===== src/hdl/cmx_pkg.sv =====
// Constants and types for the move, multiply, OR and no-operation
// execution slice. Shared by the core and its multiplier helper module.
`default_nettype none
package cmx_pkg;

  // Opcodes
  localparam logic [7:0] OP_NOP = 8'h00;
  localparam logic [7:0] OP_MOV_BIT_C = 8'h92;
  localparam logic [7:0] OP_MOV_DIR_IND = 8'h86;
  localparam logic [7:0] OP_MOV_DIR_A = 8'hF5;
  localparam logic [7:0] OP_MOV_DIR_REG = 8'h88;
  localparam logic [7:0] OP_LOOKUP_DP = 8'h93;
  localparam logic [7:0] OP_LOOKUP_PC = 8'h83;
  localparam logic [7:0] OP_XWR_DP = 8'hF0;
  localparam logic [7:0] OP_XWR_REG = 8'hF2;
  localparam logic [7:0] OP_XRD_DP = 8'hE0;
  localparam logic [7:0] OP_XRD_REG = 8'hE2;
  localparam logic [7:0] OP_MUL = 8'hA4;
  localparam logic [7:0] OP_OR_IMM = 8'h44;
  localparam logic [7:0] OP_OR_IND = 8'h46;
  // Masks that drop the register select from the opcode
  localparam logic [7:0] MASK_PTR_SEL = 8'hFE;
  localparam logic [7:0] MASK_REG_SEL = 8'hF8;

  // Direct addresses of the special registers
  localparam logic [7:0] SFR_ACC = 8'hE0;
  localparam logic [7:0] SFR_B = 8'hF0;
  localparam logic [7:0] SFR_PSW = 8'hD0;
  localparam logic [7:0] SFR_DPL = 8'h82;
  localparam logic [7:0] SFR_DPH = 8'h83;
  localparam logic [7:0] SFR_SP = 8'h81;
  localparam logic [7:0] BIT_BYTE_BASE = 8'h20;
  localparam logic [7:0] PRODUCT_LIMIT = 8'hFF;

  // Status word bit positions
  localparam int PSW_CY = 7;
  localparam int PSW_RS_HI = 4;
  localparam int PSW_RS_LO = 3;
  localparam int PSW_OV = 2;
  localparam int PSW_P = 0;

  // Reset values
  localparam logic [7:0] SP_RESET = 8'h07;
  localparam logic [7:0] BYTE_RESET = 8'h00;
  localparam logic [15:0] WORD_RESET = 16'h0000;
  localparam logic [7:0] XMEM_PAGE = 8'h00;

  // Timing: clocks per machine cycle and the counter slots used
  localparam int CNT_W = 4;
  localparam logic [CNT_W-1:0] MC_CLKS = 4'h2;
  localparam logic [2:0] MC_ONE = 3'h1;
  localparam logic [2:0] MC_TWO = 3'h2;
  localparam logic [2:0] MC_FOUR = 3'h4;
  localparam logic [CNT_W-1:0] CNT_FIRST = 4'h1;
  localparam logic [CNT_W-1:0] CNT_XM_CAPTURE = 4'h2;

  typedef enum logic [3:0] {
    K_NOP, K_MOV_BIT_C, K_MOV_DIR_IND, K_MOV_DIR_A, K_MOV_DIR_REG,
    K_LOOKUP_DP, K_LOOKUP_PC, K_XWR_DP, K_XWR_REG, K_XRD_DP, K_XRD_REG,
    K_MUL, K_OR_IMM, K_OR_IND, K_UNKNOWN
  } cmx_kind_type;

  typedef struct packed {
    logic twoByte;
    logic [2:0] machineCycles;
    cmx_kind_type kind;
  } cmx_dec_type;

  // Gray coded along fetch, operand, execute, lookup
  typedef enum logic [1:0] {
    ST_FETCH = 2'b00, ST_OPND = 2'b01, ST_EXEC = 2'b11, ST_LOOK = 2'b10
  } cmx_state_type;

  typedef struct packed {
    logic [15:0] addr;
    logic [7:0] wrData;
    logic wr;
    logic rd;
  } cmx_xmem_type;

endpackage
`default_nettype wire


===== src/hdl/cmx_core.sv =====
// Execution core for moves to direct memory, code table lookups,
// external data moves, unsigned multiply, OR to accumulator and no-op.
// Assumes a code memory and an external data memory that answer in the
// same clock in which the address or read strobe is presented.
`timescale 1ns/10ps
`default_nettype none
// Summary of operation
// - Move carry into addressed bit; two bytes, two machine cycles.
// - Copy location at R0/R1 pointer to direct address; two bytes, two cycles.
// - Copy accumulator to direct address; two bytes, one cycle.
// - Copy any working register to direct address; two bytes, two cycles.
// - Lookup code byte at accumulator plus data pointer, counter restored.
// - Lookup code byte at incremented counter plus accumulator, counter restored.
// - Write accumulator to external memory at data pointer; two cycles.
// - Write accumulator to external memory at R0/R1 address; two cycles.
// - Read external memory at data pointer into accumulator; two cycles.
// - Read external memory at R0/R1 address into accumulator.
// - Multiply accumulator by B unsigned; low to accumulator, high to B.
// - Multiply clears carry; overflow set when product exceeds 00FFH.
// - No-operation only advances the program counter by one.
// - OR immediate byte into accumulator; two bytes, one cycle.
// - OR location at R0/R1 pointer into accumulator; one byte, one cycle.
module cmx_core (
  // Clock and reset
  input wire logic clk_sys,
  input wire logic sys_rst,
  // Code memory
  output logic [15:0] codeAddr,
  input wire logic [7:0] codeData,
  // External data memory
  output cmx_pkg::cmx_xmem_type xmemReq,
  input wire logic [7:0] xmemRdData,
  // Status
  output logic [7:0] accOut,
  output logic [7:0] pswOut,
  output logic [15:0] pcOut,
  output logic instrDone,
  output logic badOpcode
);
  cmx_pkg::cmx_state_type state_reg;
  logic [cmx_pkg::CNT_W-1:0] cnt_reg;
  logic [15:0] pc_reg;
  logic [15:0] savedPc_reg;
  logic [15:0] codeAddr_reg;
  logic [7:0] opcode_reg;
  logic [7:0] operand_reg;
  logic [7:0] acc_reg, acc_next;
  logic [7:0] b_reg, b_next;
  logic [7:0] psw_reg, psw_next;
  logic [7:0] dpl_reg, dpl_next;
  logic [7:0] dph_reg, dph_next;
  logic [7:0] sp_reg, sp_next;
  logic [7:0] iram [0:255];
  logic ramWe;
  logic [7:0] ramAddr;
  logic [7:0] ramData;
  logic done_reg;
  logic bad_reg;
  cmx_pkg::cmx_xmem_type xmem_reg;
  cmx_pkg::cmx_dec_type dec;
  cmx_pkg::cmx_dec_type fetchDec;
  logic [cmx_pkg::CNT_W-1:0] lastCnt;
  logic actNow;
  logic [7:0] operandVal;
  logic [7:0] ptrVal;
  logic [7:0] indVal;
  logic [7:0] regVal;
  logic [15:0] lookupAddr;
  logic [7:0] prodLo, prodHi;
  logic prodOv;
  logic parityNext;

  // Instruction decode, used for the opcode in flight and the one being fetched
  function automatic cmx_pkg::cmx_dec_type decode(input logic [7:0] op);
    cmx_pkg::cmx_dec_type d;
    d = '{twoByte: 1'b0, machineCycles: cmx_pkg::MC_ONE, kind: cmx_pkg::K_UNKNOWN};
    if (op == cmx_pkg::OP_NOP) begin
      d.kind = cmx_pkg::K_NOP;
    end else if (op == cmx_pkg::OP_MOV_BIT_C) begin
      d = '{1'b1, cmx_pkg::MC_TWO, cmx_pkg::K_MOV_BIT_C};
    end else if ((op & cmx_pkg::MASK_PTR_SEL) == cmx_pkg::OP_MOV_DIR_IND) begin
      d = '{1'b1, cmx_pkg::MC_TWO, cmx_pkg::K_MOV_DIR_IND};
    end else if (op == cmx_pkg::OP_MOV_DIR_A) begin
      d = '{1'b1, cmx_pkg::MC_ONE, cmx_pkg::K_MOV_DIR_A};
    end else if ((op & cmx_pkg::MASK_REG_SEL) == cmx_pkg::OP_MOV_DIR_REG) begin
      d = '{1'b1, cmx_pkg::MC_TWO, cmx_pkg::K_MOV_DIR_REG};
    end else if (op == cmx_pkg::OP_LOOKUP_DP) begin
      d = '{1'b0, cmx_pkg::MC_TWO, cmx_pkg::K_LOOKUP_DP};
    end else if (op == cmx_pkg::OP_LOOKUP_PC) begin
      d = '{1'b0, cmx_pkg::MC_TWO, cmx_pkg::K_LOOKUP_PC};
    end else if (op == cmx_pkg::OP_XWR_DP) begin
      d = '{1'b0, cmx_pkg::MC_TWO, cmx_pkg::K_XWR_DP};
    end else if ((op & cmx_pkg::MASK_PTR_SEL) == cmx_pkg::OP_XWR_REG) begin
      d = '{1'b0, cmx_pkg::MC_TWO, cmx_pkg::K_XWR_REG};
    end else if (op == cmx_pkg::OP_XRD_DP) begin
      d = '{1'b0, cmx_pkg::MC_TWO, cmx_pkg::K_XRD_DP};
    end else if ((op & cmx_pkg::MASK_PTR_SEL) == cmx_pkg::OP_XRD_REG) begin
      d = '{1'b0, cmx_pkg::MC_TWO, cmx_pkg::K_XRD_REG};
    end else if (op == cmx_pkg::OP_MUL) begin
      d = '{1'b0, cmx_pkg::MC_FOUR, cmx_pkg::K_MUL};
    end else if (op == cmx_pkg::OP_OR_IMM) begin
      d = '{1'b1, cmx_pkg::MC_ONE, cmx_pkg::K_OR_IMM};
    end else if ((op & cmx_pkg::MASK_PTR_SEL) == cmx_pkg::OP_OR_IND) begin
      d = '{1'b0, cmx_pkg::MC_ONE, cmx_pkg::K_OR_IND};
    end
    return d;
  endfunction

  // Byte that holds a bit address: low half maps into the bit area of RAM
  function automatic logic [7:0] bitByte(input logic [7:0] bitAddr);
    if (bitAddr[7]) begin
      return {bitAddr[7:3], 3'b000};
    end
    return cmx_pkg::BIT_BYTE_BASE + {4'h0, bitAddr[6:3]};
  endfunction

  // Direct read: RAM below the special register area, unmapped reads zero
  function automatic logic [7:0] readDirect(input logic [7:0] addr);
    if (!addr[7]) begin
      return iram[addr];
    end
    unique case (addr)
      cmx_pkg::SFR_ACC: return acc_reg;
      cmx_pkg::SFR_B: return b_reg;
      cmx_pkg::SFR_PSW: return psw_reg;
      cmx_pkg::SFR_DPL: return dpl_reg;
      cmx_pkg::SFR_DPH: return dph_reg;
      cmx_pkg::SFR_SP: return sp_reg;
      default: return cmx_pkg::BYTE_RESET;
    endcase
  endfunction

  // Operand fetch and register lookups in the selected bank
  assign dec = decode(opcode_reg);
  // Byte count of the opcode on the bus decides whether an operand follows
  assign fetchDec = decode(codeData);
  assign lastCnt = cmx_pkg::CNT_W'(dec.machineCycles * cmx_pkg::MC_CLKS) - cmx_pkg::CNT_FIRST;
  assign actNow = ((state_reg == cmx_pkg::ST_OPND) || (state_reg == cmx_pkg::ST_EXEC))
                  && (cnt_reg == lastCnt);
  // The second byte is used straight off the bus when a two-byte op ends there
  assign operandVal = (state_reg == cmx_pkg::ST_OPND) ? codeData : operand_reg;
  assign ptrVal = iram[{3'b000, psw_reg[cmx_pkg::PSW_RS_HI:cmx_pkg::PSW_RS_LO], 2'b00,
                        opcode_reg[0]}];
  assign indVal = iram[ptrVal];
  assign regVal = iram[{3'b000, psw_reg[cmx_pkg::PSW_RS_HI:cmx_pkg::PSW_RS_LO],
                        opcode_reg[2:0]}];
  // Lookup sums; the counter has already been stepped past the opcode
  assign lookupAddr = (dec.kind == cmx_pkg::K_LOOKUP_DP) ?
                      {dph_reg, dpl_reg} + {8'h00, acc_reg} :
                      pc_reg + {8'h00, acc_reg};

  cmx_multiplier uMul (
    .factorA(acc_reg),
    .factorB(b_reg),
    .productLo(prodLo),
    .productHi(prodHi),
    .overflow(prodOv)
  );

  cmx_parity uPar (
    .dataIn(acc_next),
    .oddOnes(parityNext)
  );

  // Execute: next values of every special register
  always_comb begin
    logic dirWe;
    logic [7:0] dirAddr;
    logic [7:0] dirData;
    logic [7:0] oldByte;
    dirWe = 1'b0;
    dirAddr = operandVal;
    dirData = cmx_pkg::BYTE_RESET;
    oldByte = readDirect(bitByte(operandVal));
    acc_next = acc_reg;
    b_next = b_reg;
    psw_next = psw_reg;
    dpl_next = dpl_reg;
    dph_next = dph_reg;
    sp_next = sp_reg;
    ramWe = 1'b0;
    ramAddr = operandVal;
    ramData = cmx_pkg::BYTE_RESET;
    if (actNow) begin
      unique case (dec.kind)
        cmx_pkg::K_MOV_BIT_C: begin
          dirWe = 1'b1;
          dirAddr = bitByte(operandVal);
          dirData = oldByte;
          dirData[operandVal[2:0]] = psw_reg[cmx_pkg::PSW_CY];
        end
        cmx_pkg::K_MOV_DIR_IND: begin
          dirWe = 1'b1;
          dirData = indVal;
        end
        cmx_pkg::K_MOV_DIR_A: begin
          dirWe = 1'b1;
          dirData = acc_reg;
        end
        cmx_pkg::K_MOV_DIR_REG: begin
          dirWe = 1'b1;
          dirData = regVal;
        end
        cmx_pkg::K_MUL: begin
          acc_next = prodLo;
          b_next = prodHi;
          psw_next[cmx_pkg::PSW_CY] = 1'b0;
          psw_next[cmx_pkg::PSW_OV] = prodOv;
        end
        cmx_pkg::K_OR_IMM: acc_next = acc_reg | operandVal;
        cmx_pkg::K_OR_IND: acc_next = acc_reg | indVal;
        default: ;
      endcase
    end
    // Code byte lands in the accumulator while the counter holds the sum
    if (state_reg == cmx_pkg::ST_LOOK) begin
      acc_next = codeData;
    end
    // External read data is taken in the clock of the read strobe
    if ((state_reg == cmx_pkg::ST_EXEC) && (cnt_reg == cmx_pkg::CNT_XM_CAPTURE) &&
        ((dec.kind == cmx_pkg::K_XRD_DP) || (dec.kind == cmx_pkg::K_XRD_REG))) begin
      acc_next = xmemRdData;
    end
    // Direct writes land in a mapped special register or in RAM; others are dropped
    if (dirWe) begin
      unique case (dirAddr)
        cmx_pkg::SFR_ACC: acc_next = dirData;
        cmx_pkg::SFR_B: b_next = dirData;
        cmx_pkg::SFR_PSW: psw_next = dirData;
        cmx_pkg::SFR_DPL: dpl_next = dirData;
        cmx_pkg::SFR_DPH: dph_next = dirData;
        cmx_pkg::SFR_SP: sp_next = dirData;
        default: begin
          ramWe = !dirAddr[7];
          ramAddr = dirAddr;
          ramData = dirData;
        end
      endcase
    end
    // Parity always follows the accumulator, so a written flag is overridden
    psw_next[cmx_pkg::PSW_P] = parityNext;
  end

  // Architectural special registers
  always_ff @(posedge clk_sys) begin
    if (sys_rst) begin
      acc_reg <= cmx_pkg::BYTE_RESET;
      b_reg <= cmx_pkg::BYTE_RESET;
      psw_reg <= cmx_pkg::BYTE_RESET;
      dpl_reg <= cmx_pkg::BYTE_RESET;
      dph_reg <= cmx_pkg::BYTE_RESET;
      sp_reg <= cmx_pkg::SP_RESET;
    end else begin
      acc_reg <= acc_next;
      b_reg <= b_next;
      psw_reg <= psw_next;
      dpl_reg <= dpl_next;
      dph_reg <= dph_next;
      sp_reg <= sp_next;
    end
  end

  // Internal RAM; contents are not cleared by reset
  always_ff @(posedge clk_sys) begin
    if (ramWe) begin
      iram[ramAddr] <= ramData;
    end
  end

  // Sequencer: fetch, optional operand, execute, optional code lookup
  always_ff @(posedge clk_sys) begin
    if (sys_rst) begin
      state_reg <= cmx_pkg::ST_FETCH;
      cnt_reg <= '0;
      pc_reg <= cmx_pkg::WORD_RESET;
      savedPc_reg <= cmx_pkg::WORD_RESET;
      codeAddr_reg <= cmx_pkg::WORD_RESET;
      opcode_reg <= cmx_pkg::OP_NOP;
      operand_reg <= cmx_pkg::BYTE_RESET;
      done_reg <= 1'b0;
      bad_reg <= 1'b0;
    end else begin
      done_reg <= 1'b0;
      bad_reg <= 1'b0;
      cnt_reg <= cnt_reg + cmx_pkg::CNT_FIRST;
      unique case (state_reg)
        cmx_pkg::ST_FETCH: begin
          opcode_reg <= codeData;
          pc_reg <= pc_reg + 16'h0001;
          codeAddr_reg <= pc_reg + 16'h0001;
          cnt_reg <= cmx_pkg::CNT_FIRST;
          state_reg <= fetchDec.twoByte ? cmx_pkg::ST_OPND : cmx_pkg::ST_EXEC;
        end
        cmx_pkg::ST_OPND: begin
          operand_reg <= codeData;
          pc_reg <= pc_reg + 16'h0001;
          codeAddr_reg <= pc_reg + 16'h0001;
          state_reg <= actNow ? cmx_pkg::ST_FETCH : cmx_pkg::ST_EXEC;
        end
        cmx_pkg::ST_EXEC: begin
          if (((dec.kind == cmx_pkg::K_LOOKUP_DP) || (dec.kind == cmx_pkg::K_LOOKUP_PC))
              && (cnt_reg == cmx_pkg::CNT_FIRST)) begin
            // Sum is parked in the counter, the old value kept aside
            savedPc_reg <= pc_reg;
            pc_reg <= lookupAddr;
            codeAddr_reg <= lookupAddr;
            state_reg <= cmx_pkg::ST_LOOK;
          end else if (actNow) begin
            codeAddr_reg <= pc_reg;
            state_reg <= cmx_pkg::ST_FETCH;
          end
        end
        cmx_pkg::ST_LOOK: begin
          pc_reg <= savedPc_reg;
          state_reg <= cmx_pkg::ST_EXEC;
        end
      endcase
      // End-of-instruction marks; unknown opcodes run as one-cycle no-ops
      if (actNow) begin
        done_reg <= 1'b1;
        bad_reg <= (dec.kind == cmx_pkg::K_UNKNOWN);
        cnt_reg <= '0;
      end
    end
  end

  // External data memory strobes, one clock wide, registered in the first execute clock and seen on the bus in the second
  always_ff @(posedge clk_sys) begin
    if (sys_rst) begin
      xmem_reg <= '0;
    end else begin
      xmem_reg.wr <= 1'b0;
      xmem_reg.rd <= 1'b0;
      if ((state_reg == cmx_pkg::ST_EXEC) && (cnt_reg == cmx_pkg::CNT_FIRST)) begin
        unique case (dec.kind)
          cmx_pkg::K_XWR_DP, cmx_pkg::K_XRD_DP: begin
            xmem_reg.addr <= {dph_reg, dpl_reg};
            xmem_reg.wrData <= acc_reg;
            xmem_reg.wr <= (dec.kind == cmx_pkg::K_XWR_DP);
            xmem_reg.rd <= (dec.kind == cmx_pkg::K_XRD_DP);
          end
          cmx_pkg::K_XWR_REG, cmx_pkg::K_XRD_REG: begin
            // Pointer register gives only the low byte; the page is fixed
            xmem_reg.addr <= {cmx_pkg::XMEM_PAGE, ptrVal};
            xmem_reg.wrData <= acc_reg;
            xmem_reg.wr <= (dec.kind == cmx_pkg::K_XWR_REG);
            xmem_reg.rd <= (dec.kind == cmx_pkg::K_XRD_REG);
          end
          default: ;
        endcase
      end
    end
  end

  // Outputs
  assign codeAddr = codeAddr_reg;
  assign xmemReq = xmem_reg;
  assign accOut = acc_reg;
  assign pswOut = psw_reg;
  assign pcOut = pc_reg;
  assign instrDone = done_reg;
  assign badOpcode = bad_reg;
endmodule
`default_nettype wire


===== src/hdl/cmx_multiplier.sv =====
// Unsigned 8x8 multiplier with overflow indication.
// Purely combinational; the core registers its results.
`timescale 1ns/10ps
`default_nettype none
module cmx_multiplier (
  // Operands
  input wire logic [7:0] factorA,
  input wire logic [7:0] factorB,
  // Result
  output logic [7:0] productLo,
  output logic [7:0] productHi,
  output logic overflow
);
  logic [15:0] product;

  // Both operands are treated as unsigned bytes
  assign product = {8'h00, factorA} * {8'h00, factorB};
  assign productLo = product[7:0];
  assign productHi = product[15:8];
  // Above the limit exactly when the high byte is non-zero
  assign overflow = (product > {8'h00, cmx_pkg::PRODUCT_LIMIT});
endmodule
`default_nettype wire


===== src/hdl/cmx_parity.sv =====
// Odd-ones detector for the accumulator parity flag.
// Combinational; fed with the accumulator's next value.
`timescale 1ns/10ps
`default_nettype none
module cmx_parity (
  // Byte in
  input wire logic [7:0] dataIn,
  // Flag out
  output logic oddOnes
);
  // High for an odd count of one bits
  assign oddOnes = ^dataIn;
endmodule
`default_nettype wire


===== config.mk =====
export PLATFORM = sky130hd
export DESIGN_NAME = cmx_core
export DESIGN_NICKNAME = d
export VERILOG_FILES = /design/src/hdl/cmx_pkg.sv /design/src/hdl/cmx_core.sv /design/src/hdl/cmx_multiplier.sv /design/src/hdl/cmx_parity.sv
export SDC_FILE = /design/constraint.sdc
export NUM_CORES = 2
export LEC_CHECK = 0
export BUFFER_PORTS_ARGS = -buffer_cell sky130_fd_sc_hd__buf_4
export CAP_MARGIN = 25
export CORE_AREA = 4 4 405 407
export CTS_BUF_LIST = sky130_fd_sc_hd__clkbuf_4
export DETAILED_ROUTE_END_ITERATION = 12
export DIE_AREA = 0 0 409 411
export HOLD_SLACK_MARGIN = 0.12
export PLACE_DENSITY = 0.76
export SLEW_MARGIN = 20
export SYNTH_ARGS = -nofsm -noshare
export SYNTH_HDL_FRONTEND = slang
export SYNTH_SLANG_ARGS = --single-unit

===== constraint.sdc =====
create_clock -name clk_sys -period 16.28 [get_ports clk_sys]
set_input_delay 0.814 -clock clk_sys [delete_from_list [all_inputs] [get_ports clk_sys]]
set_output_delay 0.814 -clock clk_sys [all_outputs]
set_load 0.005 [all_outputs]

Word-level counts from Yosys, hierarchy flattened
Memories as Yosys holds them, arrays and structs flattened.
Cells that the tools add are included.
{"block": "word_totals", "n_memories": 1, "wordCells": 213, "ramBits": 2048, "regBits": 146}
{"block": "classes", "n_reduce_logical": 32, "n_addsub": 6, "mul": 1, "n_bitwise": 4, "n_eq_ne": 60, "magnitude_cmp": 3, "muxes": 85}
{"memory": "iram", "depth": 256, "word_bits": 8, "rd": 4, "rd_clocked_by_memory_dff": 0, "wr": 1, "line_no": "cmx_core.sv:53", "text": "logic [7:0] iram [0:255];"}
{"cell": "$mux W8", "count": 35}
{"cell": "$eq A8 B8 Y1 const B", "count": 26}
{"cell": "$mux W7", "count": 11}
{"cell": "$mux W16", "count": 4}
{"cell": "$pmux W26 S2", "count": 1}
{"cell": "$pmux W16 S3", "count": 1}
{"cell": "$pmux W8 S6", "count": 1}
{"cell": "$eq A7 B7 Y1 const B", "count": 6}
{"cell": "$add A16 B8 Y16", "count": 2}
{"cell": "$pmux W16 S2", "count": 1}
{"cell": "$pmux W8 S4", "count": 1}
{"cell": "$eq A4 B4 Y1 const B", "count": 7}
{"cell": "$pmux W8 S3", "count": 1}
{"cell": "$add A16 B1 Y16 const B", "count": 1}
{"cell": "$eq A4 B3 Y1 const B", "count": 4}
{"cell": "$eq A8 B7 Y1 const B", "count": 2}
{"cell": "$gt A16 B8 Y1 const B", "count": 1}
{"cell": "$logic_not A8 Y1", "count": 2}
{"cell": "$mul A8 B8 Y16", "count": 1}
{"cell": "$mux W1", "count": 16}
{"cell": "$or A8 B8 Y8", "count": 2}
{"cell": "$eq A7 B6 Y1 const B", "count": 2}
{"cell": "$mux W2", "count": 7}
{"cell": "$reduce_and A2 Y1", "count": 7}
{"cell": "other kinds (29)", "count": 49}

Longest topological paths before layout
{"block": "depth", "word_depth": 28, "ltp_mapped": 28}

Cells and area by module
From an unflattened synthesis, not the netlist that was laid out.
{"block": "hier_totals", "hier_cells": 7236, "area_unflattened_um2": 95623.0}
{"mod": "cmx_core", "n_inst": 1, "cells_per_inst": 6985, "area_each_um2": 93402.1, "seq_area_each_um2": 64261.6}
{"mod": "cmx_multiplier", "n_inst": 1, "cells_per_inst": 244, "area_each_um2": 2159.6, "seq_area_each_um2": 0.0}
{"mod": "cmx_parity", "n_inst": 1, "cells_per_inst": 7, "area_each_um2": 61.3, "seq_area_each_um2": 0.0}

Worst setup path before layout
Ideal clock, no wire load.
{"block": "synth_path", "path_kind": "flip-flop to flip-flop", "startpoint": "register opcode_reg[0]", "endpoint": "memory iram[0][0] (data pin)", "required_time_ps": 14706, "arrival_ps": 10530, "path_slack_ps": 4176, "path_stages_with_launch": 20, "setup_ps": 1574, "path_cell_list": "dfxtp_1 > buf_6 > buf_6 > buf_6 > nor3b_1 > o211a_1 > a211oi_2 > nand2_1 > ha_1 > xnor2_1 > or3_1 > a2111oi_2 > buf_4 > mux2i_1 > inv_1 > nand3_1 > a221oi_1 > or2_2 > clkbuf_1 > a21oi_1"}
{"block": "synth_between", "elab_chain_len": 21, "elab_cells_between_ends": 47, "classes_between": "1 x add/sub; 19 x eq/ne; 22 x mux; 4 x reduce/logical; 1 x memory"}
{"element": "start: declaration", "line_no": "cmx_core.sv:45", "text": "logic [7:0] opcode_reg;"}
{"element": "start signal: assignment", "line_no": "cmx_core.sv:278", "text": "opcode_reg <= cmx_pkg::OP_NOP;"}
{"element": "start signal: assignment", "line_no": "cmx_core.sv:288", "text": "opcode_reg <= codeData;"}
{"element": "$eq A8 B8 Y1 or $eq A8 B7 Y1 (tied branches)", "line_no": "cmx_core.sv:99, cmx_core.sv:101"}
{"element": "$mux W7 or $mux W2 (tied branches)", "line_no": "cmx_core.sv:99, cmx_core.sv:101"}
{"element": "$mux W7, on equally long branches", "line_no": "cmx_core.sv:97, cmx_core.sv:99"}
{"element": "$mux W7, on equally long branches", "line_no": "cmx_core.sv:95, cmx_core.sv:97"}
{"element": "$mux W7, on equally long branches", "line_no": "cmx_core.sv:93, cmx_core.sv:95"}
{"element": "$mux W7, on equally long branches", "line_no": "cmx_core.sv:91, cmx_core.sv:93"}
{"element": "$mux W7, on equally long branches", "line_no": "cmx_core.sv:89, cmx_core.sv:91"}
{"element": "$mux W7, on equally long branches", "line_no": "cmx_core.sv:87, cmx_core.sv:89"}
{"element": "[6 not listed]"}
{"element": "$eq A4 B4 Y1 or $eq A4 B1 Y1 (tied branches)", "line_no": "cmx_core.sv:139, cmx_core.sv:185"}
{"element": "$logic_and A1 B1 Y1 or $mux W8 (tied branches)", "line_no": "cmx_core.sv:139, cmx_core.sv:185"}
{"element": "$mux W8", "line_no": "cmx_core.sv:184", "text": "if (actNow) begin"}
{"element": "$eq A8 B8 Y1", "line_no": "cmx_core.sv:226", "text": "unique case (dirAddr)"}
{"element": "$reduce_or A6 Y1 (no source line)"}
{"element": "$mux W8", "line_no": "cmx_core.sv:226"}
{"element": "$mux W8 (*)", "line_no": "cmx_core.sv:225", "text": "if (dirWe) begin"}
{"element": "named net ramData[0]", "line_no": "cmx_core.sv:56", "text": "logic [7:0] ramData;"}
{"element": "end: declaration", "line_no": "cmx_core.sv:53"}
The timed path passes the listed nets; every way through them passes the cells marked *.

Worst setup path in the final report
{"block": "layout_path", "startpoint": "register opcode_reg[0]", "endpoint": "memory iram[43][1] (data pin)"}
Same word-level chain as after synthesis.

==> impl_metrics.py <==
metrics = {
    "placement": {
        "gp_congestion": 0.960,
        "io_buffers": 93,
        "hpwlAfterDp_um": 165000,
    },
    "cts": {
        "clock-root-buffer": "clkbuf_4",
        "cts_made_buffers": 572,
        "cts_resized": 0,
        "clk_pin_slew_ns": 0.08,
        "cts_hold_buf": 21,
        "clkSinkCount": 2186,
        "post_cts_buffers": 0,
        "cts_tree": "built",
        "htreeDepth": 6,
        "clockBufferDepth": 4,
        "clk_latency_ns": 1.44,
    },
    "global_routing": {
        "antenna_found_initial": 14,
        "grtUsageTotal_pct": 31.9,
        "first_global_vias": 66200,
        "grt_max_degree": 257,
        "grt_first_pass_wirelength_um": 402000,
        "grt_overflow_total": 0,
    },
    "pwr": {
        "p_seq_share_pct": 54.6,
        "p_sw_share_pct": 23.4,
        "comb_power_share_pct": 5.9,
        "intPower_mw": 8.75,
        "power.leakage_nw": 41.7,
        "cellPowerDensity_nw_per_um2": 105,
        "switching_power_mw": 2.68,
        "clockPowerShare_pct": 39.5,
        "vdd_drop_max_uv": 86.1,
    },
    "setup_path": {
        "worstSetupStartpointType": "flop",
        "cp_max_fo": 96,
        "path_class": "reg -> reg",
        "cpLargestDelayFamily": "buffers and inverters",
        "critPathSlowestCell": "mux4_4",
        "crit_chain": "buf_4, buf_4, mux2_1, mux4_4, buf_4, buf_4, buf_4, mux2i_1, mux2i_1, mux2_2, a2bb2oi_1, nand4_1, nor4_1, a21oi_1, o21ai_0, nor2b_4, buf_4",
        "cp.buffers_inverters": 6,
        "arrival_ns": 11.14,
        "slowest_delay_ns": 0.92,
        "cp.required_ns": 17.28,
        "endpoint_kind": "flop",
        "cpMostUsedCell": "buf_4",
    },
    "finish": {
        "top_register": "iram",
        "num-nets-final": 8654,
        "layout_commonest_cell": "edfxtp_1",
        "largest_reg_flops": 2048,
        "layout_common_cells": "edfxtp_1 (2,048), nand2_1 (1,409), conb_1 (1,024)",
        "layout-drive-gt1-share_pct": 15.6,
        "syn_to_final_growth_pct": 14.0,
        "fill_cells": 11300,
    },
    "timing": {
        "maxSlewHeadroom_pct": 21.6,
        "fin_crit_ns": 10.14,
        "hold_ws_ns": 0.277,
        "worst_slew_pin_slew_ns": 1.17,
        "max_freq_mhz": 98.6,
        "finalSetupTns_ns": 0,
        "rsz0062_at_grt": "no",
        "slew_viol_final": 0,
        "hold_violations": 0,
        "finalCritPeriodShare_pct": 62.3,
        "fin_skew_ns": 0.154,
        "setup_viol": 0,
    },
    "synth": {
        "async_reset_ff_share_pct": 0,
        "ys.flop_type": "edfxtp_1",
        "mappedNetlistArea_um2": 95800,
        "synthCells": 7143,
        "synth-edff-count": 2048,
        "yosysWarnings": 0,
        "synth-seq-cells": 2186,
        "synth_area_per_cell_um2": 13.4,
        "yosysSeqAreaShare_pct": 67.0,
        "ys_types": 100,
    },
    "drt": {
        "wl_um": 270000,
        "drt_iter0_drc": 9290,
        "routedWlPerCell_um": 24.5,
        "dr.pass1.iters": 9,
        "drc": 0,
        "vias": 67100,
        "ant_nets": 0,
        "viasPerCell": 6.07,
    },
    "floorplanning": {
        "num_io_pins": 94,
        "fp.dieW_um": 409,
        "die-area_um2": 168000,
        "rows": 147,
        "initial_core_util_pct": 59.8,
        "die_h_um": 411,
        "core_um2": 160000,
    },
    "outcome": {
        "outcome": "finished, final reports clean",
    },
    "hold_path": {
        "hold_path.class": "in -> reg",
    },
    "run": {
        "maxCapViolations": 0,
    },
}
[cells in the mapped netlist, types with 37 or more instances]
master    count  share of area (%)
nor2_1      349                1.4
a311oi_1     57               0.52
o22ai_1      61               0.40
buf_6        50               0.59
nand4_1      68               0.44
and2_1       37               0.24
mux4_2      185                4.3
clkbuf_1    184               0.72
fa_1         37               0.77
inv_1        98               0.38
nor3_1       65               0.34
edfxtp_1   2048                 64
o21ai_0      71               0.37
buf_2       173               0.90
a21oi_1     226                1.2
nand2_1    1410                5.5
ha_1         49               0.64
a22oi_1      42               0.33
mux2i_1     450                4.7
dfxtp_1     138                2.9
and3_1       57               0.37
nand3_1     597                3.1
a221oi_1     52               0.48
buf_1        45               0.18
a211oi_1     51               0.40
a31oi_1      70               0.46
[power by group through the flow]
stage / clock network (mW) / registers [mW] / logic (mW)
floorplan: 0 / 6.34 / 0.432
finish: 4.52 / 6.24 / 0.671
CTS: 4.59 / 6.24 / 0.641
detailed placement: 0 / 6.36 / 0.634
global placement: 0 / 6.36 / 0.623
global route: 4.91 / 6.25 / 0.712
[final timing paths]
path	startpoint	slack, ns	endpoint	cells past startpoint
max reg2reg	opcode_reg[0]	6.14	iram[43][1]	17
max	opcode_reg[0]	6.14	iram[43][1]	17
min reg2reg	savedPc_reg[5]	0.45	savedPc_reg[5]	2
min	xmemRdData[0]	0.28	accOut[0]	6
[routing by layer]
| layer | part of all wire [%] | global-route usage [%] | routed length, um | up-vias |
|---|---|---|---|---|
| li1 | - | - | - | 29100 |
| met1 | 35 | 40.2 | 94900 | 32400 |
| met2 | 45 | 48.5 | 122000 | 4553 |
| met3 | 13 | 10.8 | 35800 | 975 |
| met4 | 6.3 | 18.7 | 17000 | 8 |
| met5 | 0.022 | 0 | 59 | - |
[metrics by stage]
step	total power [mW]	instances	cell area (um2)	utilization, %	setup WS [ns]
CTS	11.5	11000	109000	68.1	6.12
global placement	6.98	10100	102000	63.7	5.86
finish	11.4	11000	109000	68.2	6.14
global route	11.9	11000	109000	68.2	5.76
floorplan	6.77	8166	99700	-	4.18
detailed placement	7.00	10100	102000	63.8	6.19
[kinds of logic (layout without fill, tap and decap cells)]
group                      after synthesis  count (layout)  share of synthesized area (%)
buffers and inverters                  574            1288                           2.95
AOI/OAI and AO/OA                      872             872                           6.39
adders and majority gates               86              86                           1.41
other                                    1            1032                        0.00391
DFF                                   2186            2186                           67.0
and+or+nand+nor                       2715            2715                           12.4
xor gates and xnor gates                47              47                          0.458
muxes                                  662             662                           9.37
[worst reg2reg max path: cells and delay by family, from the launching register on]
family          cells  cell delay, ns
buf+inv             6            4.74
flops               1            0.67
compound gates      3            1.24
mux                 5            1.73
simple gates        3            1.25
[final cells by class]
type | instances | area [um2] | area share, %
multi-input cells | 5406 | 32900 | 30.1
well taps | 2160 | 2700 | 2.47
clock buffers | 792 | 5950 | 5.44
flip-flops and latches | 2186 | 64300 | 58.8
repair buffers | 285 | 2420 | 2.21
inverters | 99 | 372 | 0.340
clock inverters | 112 | 662 | 0.606
diodes | 8 | 20.0 | 0.0183
No activity file was read; power rests on OpenSTA's default activity.
